==> src/spfc_pkg.sv <==
// Shared constants and types of the serial port flag control block.
package spfc_pkg;
   localparam int unsigned SPFC_MCLK_HZ = 20000000;
   localparam int unsigned SPFC_DATA_W = 8;
   localparam int unsigned SPFC_FIFO_DEPTH = 16;
   localparam int unsigned SPFC_DIV_HALF = 8;
   localparam logic [2:0] SPFC_LAST7 = 3'h6;
   localparam logic [2:0] SPFC_LAST8 = 3'h7;
   localparam logic [2:0] SPFC_CNT_RST = 3'h0;
   localparam logic [7:0] SPFC_DATA_RST = 8'h00;
   localparam logic [2:0] SPFC_MASK_RST = 3'h0;

   typedef enum logic [1:0]
   {
      SPFC_SYNC_MASTER,
      SPFC_SYNC_SLAVE,
      SPFC_ASYNC7,
      SPFC_ASYNC8
   } spfc_mode_type;

   typedef enum logic [1:0]
   {
      SPFC_SRC_CPU,
      SPFC_SRC_TIMER,
      SPFC_SRC_OSC
   } spfc_src_type;

   typedef enum logic [2:0]
   {
      SPFC_IDLE,
      SPFC_START,
      SPFC_DATA,
      SPFC_PARITY,
      SPFC_STOP,
      SPFC_LEAD
   } spfc_state_type;
endpackage

==> src/spfc_fifo.sv <==
// Transmit data FIFO with valid and ready on both sides.
`timescale 1ns/1ns
module spfc_fifo
#(
   parameter int unsigned WIDTH = 8,
   parameter int unsigned DEPTH = 16
)
(
   // Clock and reset.
   input wire logic mclk,
   input wire logic rst,
   // Fill side.
   input wire logic [WIDTH-1:0] wr_data,
   input wire logic wr_valid,
   output logic wr_ready,
   // Drain side.
   output logic [WIDTH-1:0] rd_data,
   output logic rd_valid,
   input wire logic rd_ready
);
   localparam int unsigned AW = $clog2(DEPTH);

   initial
   begin
      if (DEPTH < 2 || (1 << AW) != DEPTH || WIDTH < 1)
         $error("FIFO depth must be a power of two of at least 2.");
   end

   logic [WIDTH-1:0] mem_q [DEPTH];
   logic [AW-1:0] wp_q, wp_d, rp_q, rp_d;
   logic [AW:0] cnt_q, cnt_d;
   logic ready_q, ready_d;
   logic push, pop;

   assign push = wr_valid && ready_q;
   assign pop = rd_valid && rd_ready;
   assign wr_ready = ready_q;
   assign rd_valid = cnt_q != '0;
   assign rd_data = mem_q[rp_q];

   always_comb
   begin
      wp_d = push ? wp_q + 1'b1 : wp_q;
      rp_d = pop ? rp_q + 1'b1 : rp_q;
      cnt_d = cnt_q + (AW+1)'(push) - (AW+1)'(pop);
      ready_d = cnt_d != (AW+1)'(DEPTH);
   end

   always_ff @(posedge mclk)
   begin
      if (rst)
      begin
         wp_q <= '0;
         rp_q <= '0;
         cnt_q <= '0;
         ready_q <= 1'b0;
      end
      else
      begin
         wp_q <= wp_d;
         rp_q <= rp_d;
         cnt_q <= cnt_d;
         ready_q <= ready_d;
      end
   end

   always_ff @(posedge mclk)
   begin
      if (push)
         mem_q[wp_q] <= wr_data;
   end
endmodule

==> src/spfc_serial_port.sv <==
// Serial port with trigger, flag and overrun control.
//
// Contract
// - Synchronous mode shares one clock; one trigger, once set, refuses the other; writes to both in the same cycle set both.
// - Parity or framing error raises the error flag before receive complete.
// - Error lead is half a divided clock period, one timer underflow or one fast oscillator tick.
// - Overrun sets the error flag but no receive complete flag and no receive complete request.
// - Reset leaves the fast oscillator off.
// - Factor flags set on their condition regardless of the mask.
`timescale 1ns/1ns
module spfc_serial_port
   import spfc_pkg::*;
#(
   parameter int unsigned DIV_HALF = SPFC_DIV_HALF,
   parameter int unsigned FIFO_DEPTH = SPFC_FIFO_DEPTH
)
(
   // Clock and reset.
   input wire logic mclk,
   input wire logic rst,
   // Configuration.
   input wire logic transmit_enable,
   input wire logic receive_enable,
   input wire spfc_pkg::spfc_mode_type mode,
   input wire spfc_pkg::spfc_src_type clk_src,
   input wire logic parity_en,
   input wire logic parity_odd,
   input wire logic osc_wr,
   input wire logic osc_val,
   // Triggers and flags.
   input wire logic tx_trigger_wr,
   input wire logic rx_trigger_wr,
   input wire logic flag_read,
   input wire logic [2:0] irq_mask,
   // Transmit data.
   input wire logic [SPFC_DATA_W-1:0] tx_data,
   input wire logic tx_valid,
   output logic tx_ready,
   // Clock sources.
   input wire logic timer_underflow,
   input wire logic osc_tick,
   // Link.
   input wire logic sclk_in,
   output logic sclk_out,
   output logic sclk_oe,
   output logic txd,
   input wire logic rxd,
   // Status.
   output logic transmit_trigger,
   output logic receive_trigger,
   output logic rx_error_flag,
   output logic rx_complete_flag,
   output logic tx_complete_flag,
   output logic [2:0] irq_req,
   output logic [SPFC_DATA_W-1:0] rx_data,
   output logic fast_oscillator
);
   initial
   begin
      if (DIV_HALF < 1 || FIFO_DEPTH < 2)
         $error("Divider or FIFO depth out of range.");
   end

   ////////////////////////////////////////////////////////////////////////////
   // Clocking, synchronisers and FIFO.

   logic tick, sync_mode, master, fifo_valid, pop;
   logic [SPFC_DATA_W-1:0] fifo_data;
   logic [2:0] last;
   logic [2:0] sclk_s_q, rxd_s_q;
   logic sclk_f_q, sclk_f_d, sclk_p_q, rxd_f_q, rxd_f_d;
   logic sclk_q, sclk_d, oe_q, oe_d, osc_q, osc_d;
   logic rise, fall, xfer;

   assign sync_mode = mode == SPFC_SYNC_MASTER || mode == SPFC_SYNC_SLAVE;
   assign master = mode == SPFC_SYNC_MASTER;
   assign last = mode == SPFC_ASYNC7 ? SPFC_LAST7 : SPFC_LAST8;

   spfc_tick_gen #(.DIV_HALF(DIV_HALF)) u_tick
   (
      .mclk(mclk),
      .rst(rst),
      .src(clk_src),
      .run(transmit_enable || receive_enable),
      .osc_on(osc_q),
      .timer_underflow(timer_underflow),
      .osc_tick(osc_tick),
      .tick(tick)
   );

   spfc_fifo #(.WIDTH(SPFC_DATA_W), .DEPTH(FIFO_DEPTH)) u_fifo
   (
      .mclk(mclk),
      .rst(rst),
      .wr_data(tx_data),
      .wr_valid(tx_valid),
      .wr_ready(tx_ready),
      .rd_data(fifo_data),
      .rd_valid(fifo_valid),
      .rd_ready(pop)
   );

   always_comb
   begin
      sclk_f_d = sclk_s_q[1] == sclk_s_q[2] ? sclk_s_q[2] : sclk_f_q;
      rxd_f_d = rxd_s_q[1] == rxd_s_q[2] ? rxd_s_q[2] : rxd_f_q;
      osc_d = osc_wr ? osc_val : osc_q;
      oe_d = master && (transmit_enable || receive_enable);
      sclk_d = sclk_q;
      if (!master || !xfer)
         sclk_d = 1'b1;
      else if (tick)
         sclk_d = !sclk_q;
      if (master)
      begin
         rise = tick && xfer && !sclk_q;
         fall = tick && xfer && sclk_q;
      end
      else
      begin
         rise = sclk_f_q && !sclk_p_q;
         fall = !sclk_f_q && sclk_p_q;
      end
   end

   always_ff @(posedge mclk)
   begin
      if (rst)
      begin
         sclk_s_q <= 3'h7;
         rxd_s_q <= 3'h7;
         sclk_f_q <= 1'b1;
         sclk_p_q <= 1'b1;
         rxd_f_q <= 1'b1;
         sclk_q <= 1'b1;
         oe_q <= 1'b0;
         osc_q <= 1'b0;
      end
      else
      begin
         sclk_s_q <= {sclk_s_q[1:0], sclk_in};
         rxd_s_q <= {rxd_s_q[1:0], rxd};
         sclk_f_q <= sclk_f_d;
         sclk_p_q <= sclk_f_q;
         rxd_f_q <= rxd_f_d;
         sclk_q <= sclk_d;
         oe_q <= oe_d;
         osc_q <= osc_d;
      end
   end

   ////////////////////////////////////////////////////////////////////////////
   // Transmitter.

   spfc_state_type tx_st_q, tx_st_d;
   logic [SPFC_DATA_W-1:0] tx_sh_q, tx_sh_d;
   logic [2:0] tx_cnt_q, tx_cnt_d;
   logic tx_ph_q, tx_ph_d, txd_q, txd_d, tx_par_q, tx_par_d, tx_done;
   logic tx_trig_q, tx_trig_d;

   always_comb
   begin
      tx_st_d = tx_st_q;
      tx_sh_d = tx_sh_q;
      tx_cnt_d = tx_cnt_q;
      tx_ph_d = tx_ph_q;
      txd_d = txd_q;
      tx_par_d = tx_par_q;
      tx_done = 1'b0;
      pop = 1'b0;
      case (tx_st_q)
         SPFC_IDLE:
         begin
            txd_d = 1'b1;
            if (tx_trig_q && fifo_valid)
            begin
               pop = 1'b1;
               tx_sh_d = fifo_data;
               tx_cnt_d = SPFC_CNT_RST;
               tx_par_d = parity_odd;
               tx_ph_d = 1'b0;
               tx_st_d = sync_mode ? SPFC_DATA : SPFC_START;
               txd_d = sync_mode;
            end
         end
         SPFC_START:
         begin
            if (tick)
            begin
               tx_ph_d = !tx_ph_q;
               if (tx_ph_q)
               begin
                  txd_d = tx_sh_q[0];
                  tx_st_d = SPFC_DATA;
               end
            end
         end
         SPFC_DATA:
         begin
            if (sync_mode)
            begin
               if (fall)
                  txd_d = tx_sh_q[0];
               if (rise)
               begin
                  tx_sh_d = tx_sh_q >> 1;
                  tx_cnt_d = tx_cnt_q + 1'b1;
                  if (tx_cnt_q == SPFC_LAST8)
                  begin
                     tx_done = 1'b1;
                     tx_st_d = SPFC_IDLE;
                  end
               end
            end
            else if (tick)
            begin
               tx_ph_d = !tx_ph_q;
               if (tx_ph_q)
               begin
                  tx_par_d = tx_par_q ^ tx_sh_q[0];
                  tx_sh_d = tx_sh_q >> 1;
                  tx_cnt_d = tx_cnt_q + 1'b1;
                  txd_d = tx_sh_q[1];
                  if (tx_cnt_q == last)
                  begin
                     tx_st_d = parity_en ? SPFC_PARITY : SPFC_STOP;
                     txd_d = parity_en ? tx_par_q ^ tx_sh_q[0] : 1'b1;
                  end
               end
            end
         end
         SPFC_PARITY:
         begin
            if (tick)
            begin
               tx_ph_d = !tx_ph_q;
               if (tx_ph_q)
               begin
                  txd_d = 1'b1;
                  tx_st_d = SPFC_STOP;
               end
            end
         end
         SPFC_STOP:
         begin
            if (tick)
            begin
               tx_ph_d = !tx_ph_q;
               if (tx_ph_q)
               begin
                  tx_done = 1'b1;
                  tx_st_d = SPFC_IDLE;
               end
            end
         end
         default: tx_st_d = SPFC_IDLE;
      endcase
      if (!transmit_enable)
         tx_st_d = SPFC_IDLE;
   end

   ////////////////////////////////////////////////////////////////////////////
   // Receiver.

   spfc_state_type rx_st_q, rx_st_d;
   logic [SPFC_DATA_W-1:0] rx_sh_q, rx_sh_d, rx_data_q, rx_data_d;
   logic [2:0] rx_cnt_q, rx_cnt_d;
   logic rx_ph_q, rx_ph_d, rx_par_q, rx_par_d, perr_q, perr_d;
   logic rx_trig_q, rx_trig_d, rx_end, set_err, set_cpl;
   logic rx_errf_q, rx_errf_d, rx_cplf_q, rx_cplf_d, tx_cplf_q, tx_cplf_d;

   always_comb
   begin
      rx_st_d = rx_st_q;
      rx_sh_d = rx_sh_q;
      rx_cnt_d = rx_cnt_q;
      rx_ph_d = rx_ph_q;
      rx_par_d = rx_par_q;
      perr_d = perr_q;
      rx_data_d = rx_data_q;
      rx_end = 1'b0;
      set_err = 1'b0;
      set_cpl = 1'b0;
      case (rx_st_q)
         SPFC_IDLE:
         begin
            if (rx_trig_q && (sync_mode || !rxd_f_q))
            begin
               rx_cnt_d = SPFC_CNT_RST;
               rx_ph_d = 1'b0;
               rx_par_d = parity_odd;
               perr_d = 1'b0;
               rx_st_d = sync_mode ? SPFC_DATA : SPFC_START;
            end
         end
         SPFC_START:
         begin
            if (tick)
               rx_st_d = rxd_f_q ? SPFC_IDLE : SPFC_DATA;
         end
         SPFC_DATA:
         begin
            if (sync_mode ? rise : tick && rx_ph_q)
            begin
               rx_sh_d = {rxd_f_q, rx_sh_q[SPFC_DATA_W-1:1]};
               rx_par_d = rx_par_q ^ rxd_f_q;
               rx_cnt_d = rx_cnt_q + 1'b1;
               if (sync_mode && rx_cnt_q == SPFC_LAST8)
               begin
                  rx_end = 1'b1;
                  rx_st_d = SPFC_IDLE;
               end
               else if (!sync_mode && rx_cnt_q == last)
                  rx_st_d = parity_en ? SPFC_PARITY : SPFC_STOP;
            end
            if (!sync_mode && tick)
               rx_ph_d = !rx_ph_q;
         end
         SPFC_PARITY:
         begin
            if (tick)
            begin
               rx_ph_d = !rx_ph_q;
               if (rx_ph_q)
               begin
                  perr_d = rx_par_q ^ rxd_f_q;
                  rx_st_d = SPFC_STOP;
               end
            end
         end
         SPFC_STOP:
         begin
            if (tick)
            begin
               rx_ph_d = !rx_ph_q;
               if (rx_ph_q)
               begin
                  rx_end = 1'b1;
                  rx_st_d = SPFC_IDLE;
                  if (perr_q || !rxd_f_q)
                  begin
                     set_err = 1'b1;
                     rx_st_d = SPFC_LEAD;
                  end
               end
            end
         end
         SPFC_LEAD:
         begin
            if (tick)
            begin
               set_cpl = 1'b1;
               rx_st_d = SPFC_IDLE;
            end
         end
         default: rx_st_d = SPFC_IDLE;
      endcase
      if (rx_end)
      begin
         rx_data_d = last == SPFC_LAST7 ? {1'b0, rx_sh_d[SPFC_DATA_W-1:1]} : rx_sh_d;
         if (rx_cplf_q && !flag_read)
         begin
            set_err = 1'b1;
            rx_st_d = SPFC_IDLE;
         end
         else if (rx_st_d == SPFC_IDLE)
            set_cpl = 1'b1;
      end
      if (!receive_enable)
         rx_st_d = SPFC_IDLE;
   end

   ////////////////////////////////////////////////////////////////////////////
   // Triggers, factor flags and registers.

   logic [2:0] irq_q, irq_d;

   assign xfer = sync_mode && (tx_st_q == SPFC_DATA || rx_st_q == SPFC_DATA);

   always_comb
   begin
      tx_trig_d = tx_trig_q;
      rx_trig_d = rx_trig_q;
      if (tx_trigger_wr && !tx_trig_q && !(sync_mode && rx_trig_q))
         tx_trig_d = 1'b1;
      if (rx_trigger_wr && !rx_trig_q && !(sync_mode && tx_trig_q))
         rx_trig_d = 1'b1;
      if (tx_done || !transmit_enable)
         tx_trig_d = 1'b0;
      if (rx_end || !receive_enable)
         rx_trig_d = 1'b0;
      rx_errf_d = set_err || (rx_errf_q && !flag_read);
      rx_cplf_d = set_cpl || (rx_cplf_q && !flag_read);
      tx_cplf_d = tx_done || (tx_cplf_q && !flag_read);
      irq_d = {rx_errf_q, tx_cplf_q, rx_cplf_q} & irq_mask;
   end

   always_ff @(posedge mclk)
   begin
      if (rst)
      begin
         tx_st_q <= SPFC_IDLE;
         tx_sh_q <= SPFC_DATA_RST;
         tx_cnt_q <= SPFC_CNT_RST;
         tx_ph_q <= 1'b0;
         txd_q <= 1'b1;
         tx_par_q <= 1'b0;
         rx_st_q <= SPFC_IDLE;
         rx_sh_q <= SPFC_DATA_RST;
         rx_data_q <= SPFC_DATA_RST;
         rx_cnt_q <= SPFC_CNT_RST;
         rx_ph_q <= 1'b0;
         rx_par_q <= 1'b0;
         perr_q <= 1'b0;
         tx_trig_q <= 1'b0;
         rx_trig_q <= 1'b0;
         rx_errf_q <= 1'b0;
         rx_cplf_q <= 1'b0;
         tx_cplf_q <= 1'b0;
         irq_q <= SPFC_MASK_RST;
      end
      else
      begin
         tx_st_q <= tx_st_d;
         tx_sh_q <= tx_sh_d;
         tx_cnt_q <= tx_cnt_d;
         tx_ph_q <= tx_ph_d;
         txd_q <= txd_d;
         tx_par_q <= tx_par_d;
         rx_st_q <= rx_st_d;
         rx_sh_q <= rx_sh_d;
         rx_data_q <= rx_data_d;
         rx_cnt_q <= rx_cnt_d;
         rx_ph_q <= rx_ph_d;
         rx_par_q <= rx_par_d;
         perr_q <= perr_d;
         tx_trig_q <= tx_trig_d;
         rx_trig_q <= rx_trig_d;
         rx_errf_q <= rx_errf_d;
         rx_cplf_q <= rx_cplf_d;
         tx_cplf_q <= tx_cplf_d;
         irq_q <= irq_d;
      end
   end

   assign sclk_out = sclk_q;
   assign sclk_oe = oe_q;
   assign txd = txd_q;
   assign transmit_trigger = tx_trig_q;
   assign receive_trigger = rx_trig_q;
   assign rx_error_flag = rx_errf_q;
   assign rx_complete_flag = rx_cplf_q;
   assign tx_complete_flag = tx_cplf_q;
   assign irq_req = irq_q;
   assign rx_data = rx_data_q;
   assign fast_oscillator = osc_q;
endmodule

==> src/spfc_tick_gen.sv <==
// Half-bit tick generator for the three serial clock sources.
`timescale 1ns/1ns
module spfc_tick_gen
   import spfc_pkg::*;
#(
   parameter int unsigned DIV_HALF = 8
)
(
   // Clock and reset.
   input wire logic mclk,
   input wire logic rst,
   // Source selection.
   input wire spfc_pkg::spfc_src_type src,
   input wire logic run,
   input wire logic osc_on,
   // Source pulses.
   input wire logic timer_underflow,
   input wire logic osc_tick,
   // Half-bit tick.
   output logic tick
);
   localparam int unsigned CW = $clog2(DIV_HALF + 1);

   initial
   begin
      if (DIV_HALF < 1)
         $error("Divider must be at least 1.");
   end

   logic [CW-1:0] cnt_q, cnt_d;
   logic tick_q, tick_d;

   assign tick = tick_q;

   always_comb
   begin
      cnt_d = cnt_q;
      tick_d = 1'b0;
      if (!run)
         cnt_d = '0;
      else
      begin
         case (src)
            SPFC_SRC_CPU:
            begin
               if (cnt_q == CW'(DIV_HALF - 1))
               begin
                  cnt_d = '0;
                  tick_d = 1'b1;
               end
               else
                  cnt_d = cnt_q + 1'b1;
            end
            SPFC_SRC_TIMER: tick_d = timer_underflow;
            SPFC_SRC_OSC: tick_d = osc_tick && osc_on;
            default: tick_d = 1'b0;
         endcase
      end
   end

   always_ff @(posedge mclk)
   begin
      if (rst)
      begin
         cnt_q <= '0;
         tick_q <= 1'b0;
      end
      else
      begin
         cnt_q <= cnt_d;
         tick_q <= tick_d;
      end
   end
endmodule

==> config.mk <==
export PLATFORM = sky130hd
export DESIGN_NAME = spfc_serial_port
export DESIGN_NICKNAME = d
export VERILOG_FILES = /design/src/spfc_pkg.sv /design/src/spfc_fifo.sv /design/src/spfc_serial_port.sv /design/src/spfc_tick_gen.sv
export SDC_FILE = /design/constraint.sdc
export NUM_CORES = 1
export LEC_CHECK = 0
export ABC_AREA = 1
export BUFFER_PORTS_ARGS = -buffer_cell sky130_fd_sc_hd__buf_2
export CORE_UTILIZATION = 60
export DETAILED_ROUTE_END_ITERATION = 6
export HOLD_SLACK_MARGIN = 0.12
export PLACE_DENSITY_LB_ADDON = 0.12
export SYNTH_ARGS = -nofsm -noshare
export SYNTH_HDL_FRONTEND = slang
export SYNTH_SLANG_ARGS = --single-unit
==> constraint.sdc <==
create_clock -name mclk -period 3.1 [get_ports mclk]
set_clock_uncertainty 0.15 [all_clocks]
set_input_delay 0.31 -clock mclk [delete_from_list [all_inputs] [get_ports mclk]]
set_output_delay 0.31 -clock mclk [all_outputs]
set_load 0.02 [all_outputs]
==> reports/metrics.csv <==
stage,metric,value,unit
logic_synthesis,ys_types,42,
worst_setup_path,r2r_cells,15,
logic_synthesis,synth_nets,1036,
sta,tightest_slew,0.9522,ns
logic_synthesis,syn_area_per_cell,9.509,um2
detailed_routing,dr_total_vias,7185,
worst_setup_path,cp.depth,15,
global_route,grt_max_degree,65,
global_route,track_usage,0.2711,
worst_setup_path,path_common_cell,inv_1,
clock_tree,clock-sinks,213,
clock_tree,clk_latency,0.51,ns
worst_setup_path,cp-start-kind,flip-flop,
clock_tree,cts_tree,yes,
logic_synthesis,yosysWarnings,0,
layout,nNetsFinal,1119,
worst_setup_path,crit_family,adder cells,
global_route,antenna_found_initial,0,
worst_setup_path,crit_type,reg -> reg,
logic_synthesis,synth_top_cell_by_area,edfxtp_1,
detailed_routing,wl_per_cell,16.45,um
clock_tree,h-tree-depth,1,
pwr,ir_drop,0.0005309,V
worst_setup_path,cp_num_buf_inv,4,
worst_setup_path,critPathMaxFanout,6,
sta,whs,0.1492,ns
logic_synthesis,synth_area_leaders,"edfxtp_1 41%, dfxtp_1 18%, nor2_1 7.0%",
detailed_routing,postRouteAntennaNets,0,
worst_setup_path,cpMaxStageDelayCell,fa_1,
sta,rsz0062_at_grt,false,
place,place.gp.congestion,0.9472,
worst_setup_path,cp_data_required_time,3.33,ns
worst_setup_path,cp.arrival,3.05,ns
logic_synthesis,ys.flop_type,edfxtp_1,
pwr,power_leakage,0.004332,uW
sta,hold_viol_final,0,
sta,period_share,0.9104,
logic_synthesis,syn-instance-count,988,
die,io_pins,52,
die,die_h,127.1,um
detailed_routing,drc,0,
logic_synthesis,ys_seq_area_frac,0.5902,
sta,tns,0,ns
detailed_routing,drt-total-wl,21.35,mm
logic_synthesis,synth.most_common_cell,nor2_1,
worst_setup_path,critPathCaptureType,flip-flop,
sta,period_minus_slack,2.822,ns
global_route,grt_pass1_vias,6488,
worst_setup_path,critical_path.cell_chain,"nor2_2, inv_2, nor2_4, inv_1, nor2_4, ha_1, inv_1, ha_1, inv_1, fa_1, o21ai_0, a21oi_1, xor2_1, nor3_1, nor2_1",
sta,final-setup-viol-count,0,
place,dp_hpwl,13.57,mm
layout,fin_util,0.7156,
global_route,grt_pass1_wl,34.16,mm
clock_tree,cts_made_buffers,22,
min_path,whs_path_depth,3,
layout,areaGrowthSynthToFinish,16.22,%
clock_tree,root_buffer,clkbuf_16,
sta,max_slew_margin,0.3628,
die,core-area,0.01526,mm2
die,die_w,127.1,um
logic_synthesis,syn_area,0.009395,mm2
layout,n_antenna_cell,0,
detailed_routing,drt_iter0_markers,650,
place,port_buffers,51,
clock_tree,cts-root-to-sink-buffers,3,
detailed_routing,via_per_inst,5.535,
pwr,power_density,690.5,mW/mm2
detailed_routing,drtPass1Iterations,6,
logic_synthesis,synth-seq-cells,213,
die,dieArea,0.01616,mm2
logic_synthesis,synthArstFlopShare,0,
global_route,grt-ovfl-total,0,
place,place_ws,0.2385,ns
place,dpl-instance-area,0.009827,mm2
sta,finalMaxSlewViolations,0,
sta,fin_ws,0.2777,ns
clock_tree,cts.clk_slew.worst_paths,0.06,ns
logic_synthesis,yosys-top-cells-count,"174 x nor2_1, 128 x edfxtp_1, 118 x nand2_1",
flow_run,maxCapViolations,0,
status,status,finished clean,
logic_synthesis,synth_top_area_share,0.4091,
die,start_util,0.6157,
die,rows,45,
sta,max_freq,0.3543,GHz
layout,design_area,0.01092,mm2
layout,drive_gt1_frac,0.1435,
worst_setup_path,cp_slowest_stage_delay,0.44,ns
logic_synthesis,synth_edf_count,128,
min_path,hp-class,in -> reg,
worst register-to-register path: stages (launching register included):
cell     delay, ns
dfxtp_1       0.38
nor2_2        0.19
inv_2         0.07
nor2_4        0.13
inv_1         0.10
nor2_4        0.11
ha_1          0.23
inv_1         0.06
ha_1          0.15
inv_1         0.06
fa_1          0.44
o21ai_0       0.20
a21oi_1       0.10
xor2_1        0.16
nor3_1        0.14
nor2_1        0.05
cell usage in the layout (no fill, tap or decap), types with 6 or more instances in the layout:
master | netlist | final
nor2_1 | 174 | 174
edfxtp_1 | 128 | 128
nand2_1 | 118 | 118
o21ai_0 | 100 | 100
dfxtp_1 | 85 | 84
inv_1 | 81 | 81
nand3_1 | 65 | 65
buf_2 | 7 | 51
a21oi_1 | 42 | 42
o211ai_1 | 33 | 33
dlygate4sd3_1 | 0 | 31
clkbuf_16 | 0 | 23
ha_1 | 16 | 16
buf_4 | 1 | 15
inv_2 | 13 | 13
nand2_2 | 13 | 13
nor3_1 | 13 | 13
nand4_1 | 12 | 12
clkbuf_8 | 0 | 9
o21a_1 | 8 | 8
or2_2 | 6 | 6
final timing paths:
check / startpoint / endpoint / slack, ns
setup / recovery: tx_st_q[0] / u_fifo.wr_ready / 0.28
hold / removal: mode[1] / tx_par_q / 0.15
hold reg to reg: rxd_s_q[0] / rxd_s_q[1] / 0.27
setup reg to reg: tx_st_q[0] / u_fifo.wr_ready / 0.28
layout make-up:
class / instances / area (um2)
Tap cell: 211 / 264.0
Inverter: 97 / 366.6
Clock inverter: 4 / 56.30
Timing Repair Buffer: 97 / 678.2
Multi-Input combinational cell: 640 / 3291
Clock buffer: 36 / 716.9
Sequential cell: 213 / 5547
Fill cell: 1173 / 4339
layer usage:
metal | vias up | track usage | part of all wire
li1 | 3531 | - | -
met1 | 3371 | 0.4225 | 0.47
met2 | 249 | 0.3972 | 0.44
met3 | 34 | 0.04313 | 0.073
met4 | 0 | 0.06583 | 0.016
met5 | - | 0 | 0
per-stage QoR:
| step | instances | total power (uW) |
|---|---|---|
| 6_report | 1298 | 7539 |
| 3_3_place_gp | 1227 | 4775 |
| 3_5_place_dp | 1227 | 4804 |
| 5_1_grt | 1298 | 7898 |
| 2_1_floorplan | 988 | 4464 |
| 4_1_cts | 1298 | 7562 |
where the power goes:
group / total [uW] / internal [uW] / switching, uW / leakage [uW]
Sequential: 3260 / 3150 / 105 / 0.00184
Combinational: 1560 / 540 / 1020 / 0.00210
Clock: 2720 / 1670 / 1060 / 0.000388
kinds of logic after synthesis:
family,after synthesis,share of synthesized area
AND/OR/NAND/NOR,419,0.2006
flip-flops,213,0.5902
AO/OA/AOI/OAI,196,0.1179
buffers and inverters,135,0.06046
adder cells (fa/ha/maj),17,0.02344
XOR/XNOR,8,0.007457
state kept, by name (all words and copies together) (netlist names), 4 cells and up, named ones only:
register      flops
u_tick.cnt_q      4
u_fifo.cnt_q      5
u_fifo.mem_q    128
u_fifo.wp_q       4
rx_data           8
tx_sh_q           8
rx_sh_q           8
u_fifo.rp_q       4
what timing repair did:
item | in CTS | in global routing
hold buffers | 31 | 0
resized for setup | 0 | 2
endpoints found under the setup margin | 0 | 1
hold endpoints to repair | 156 | 0
setup buffers | 0 | 0
Power figures use the tool's default switching activity.
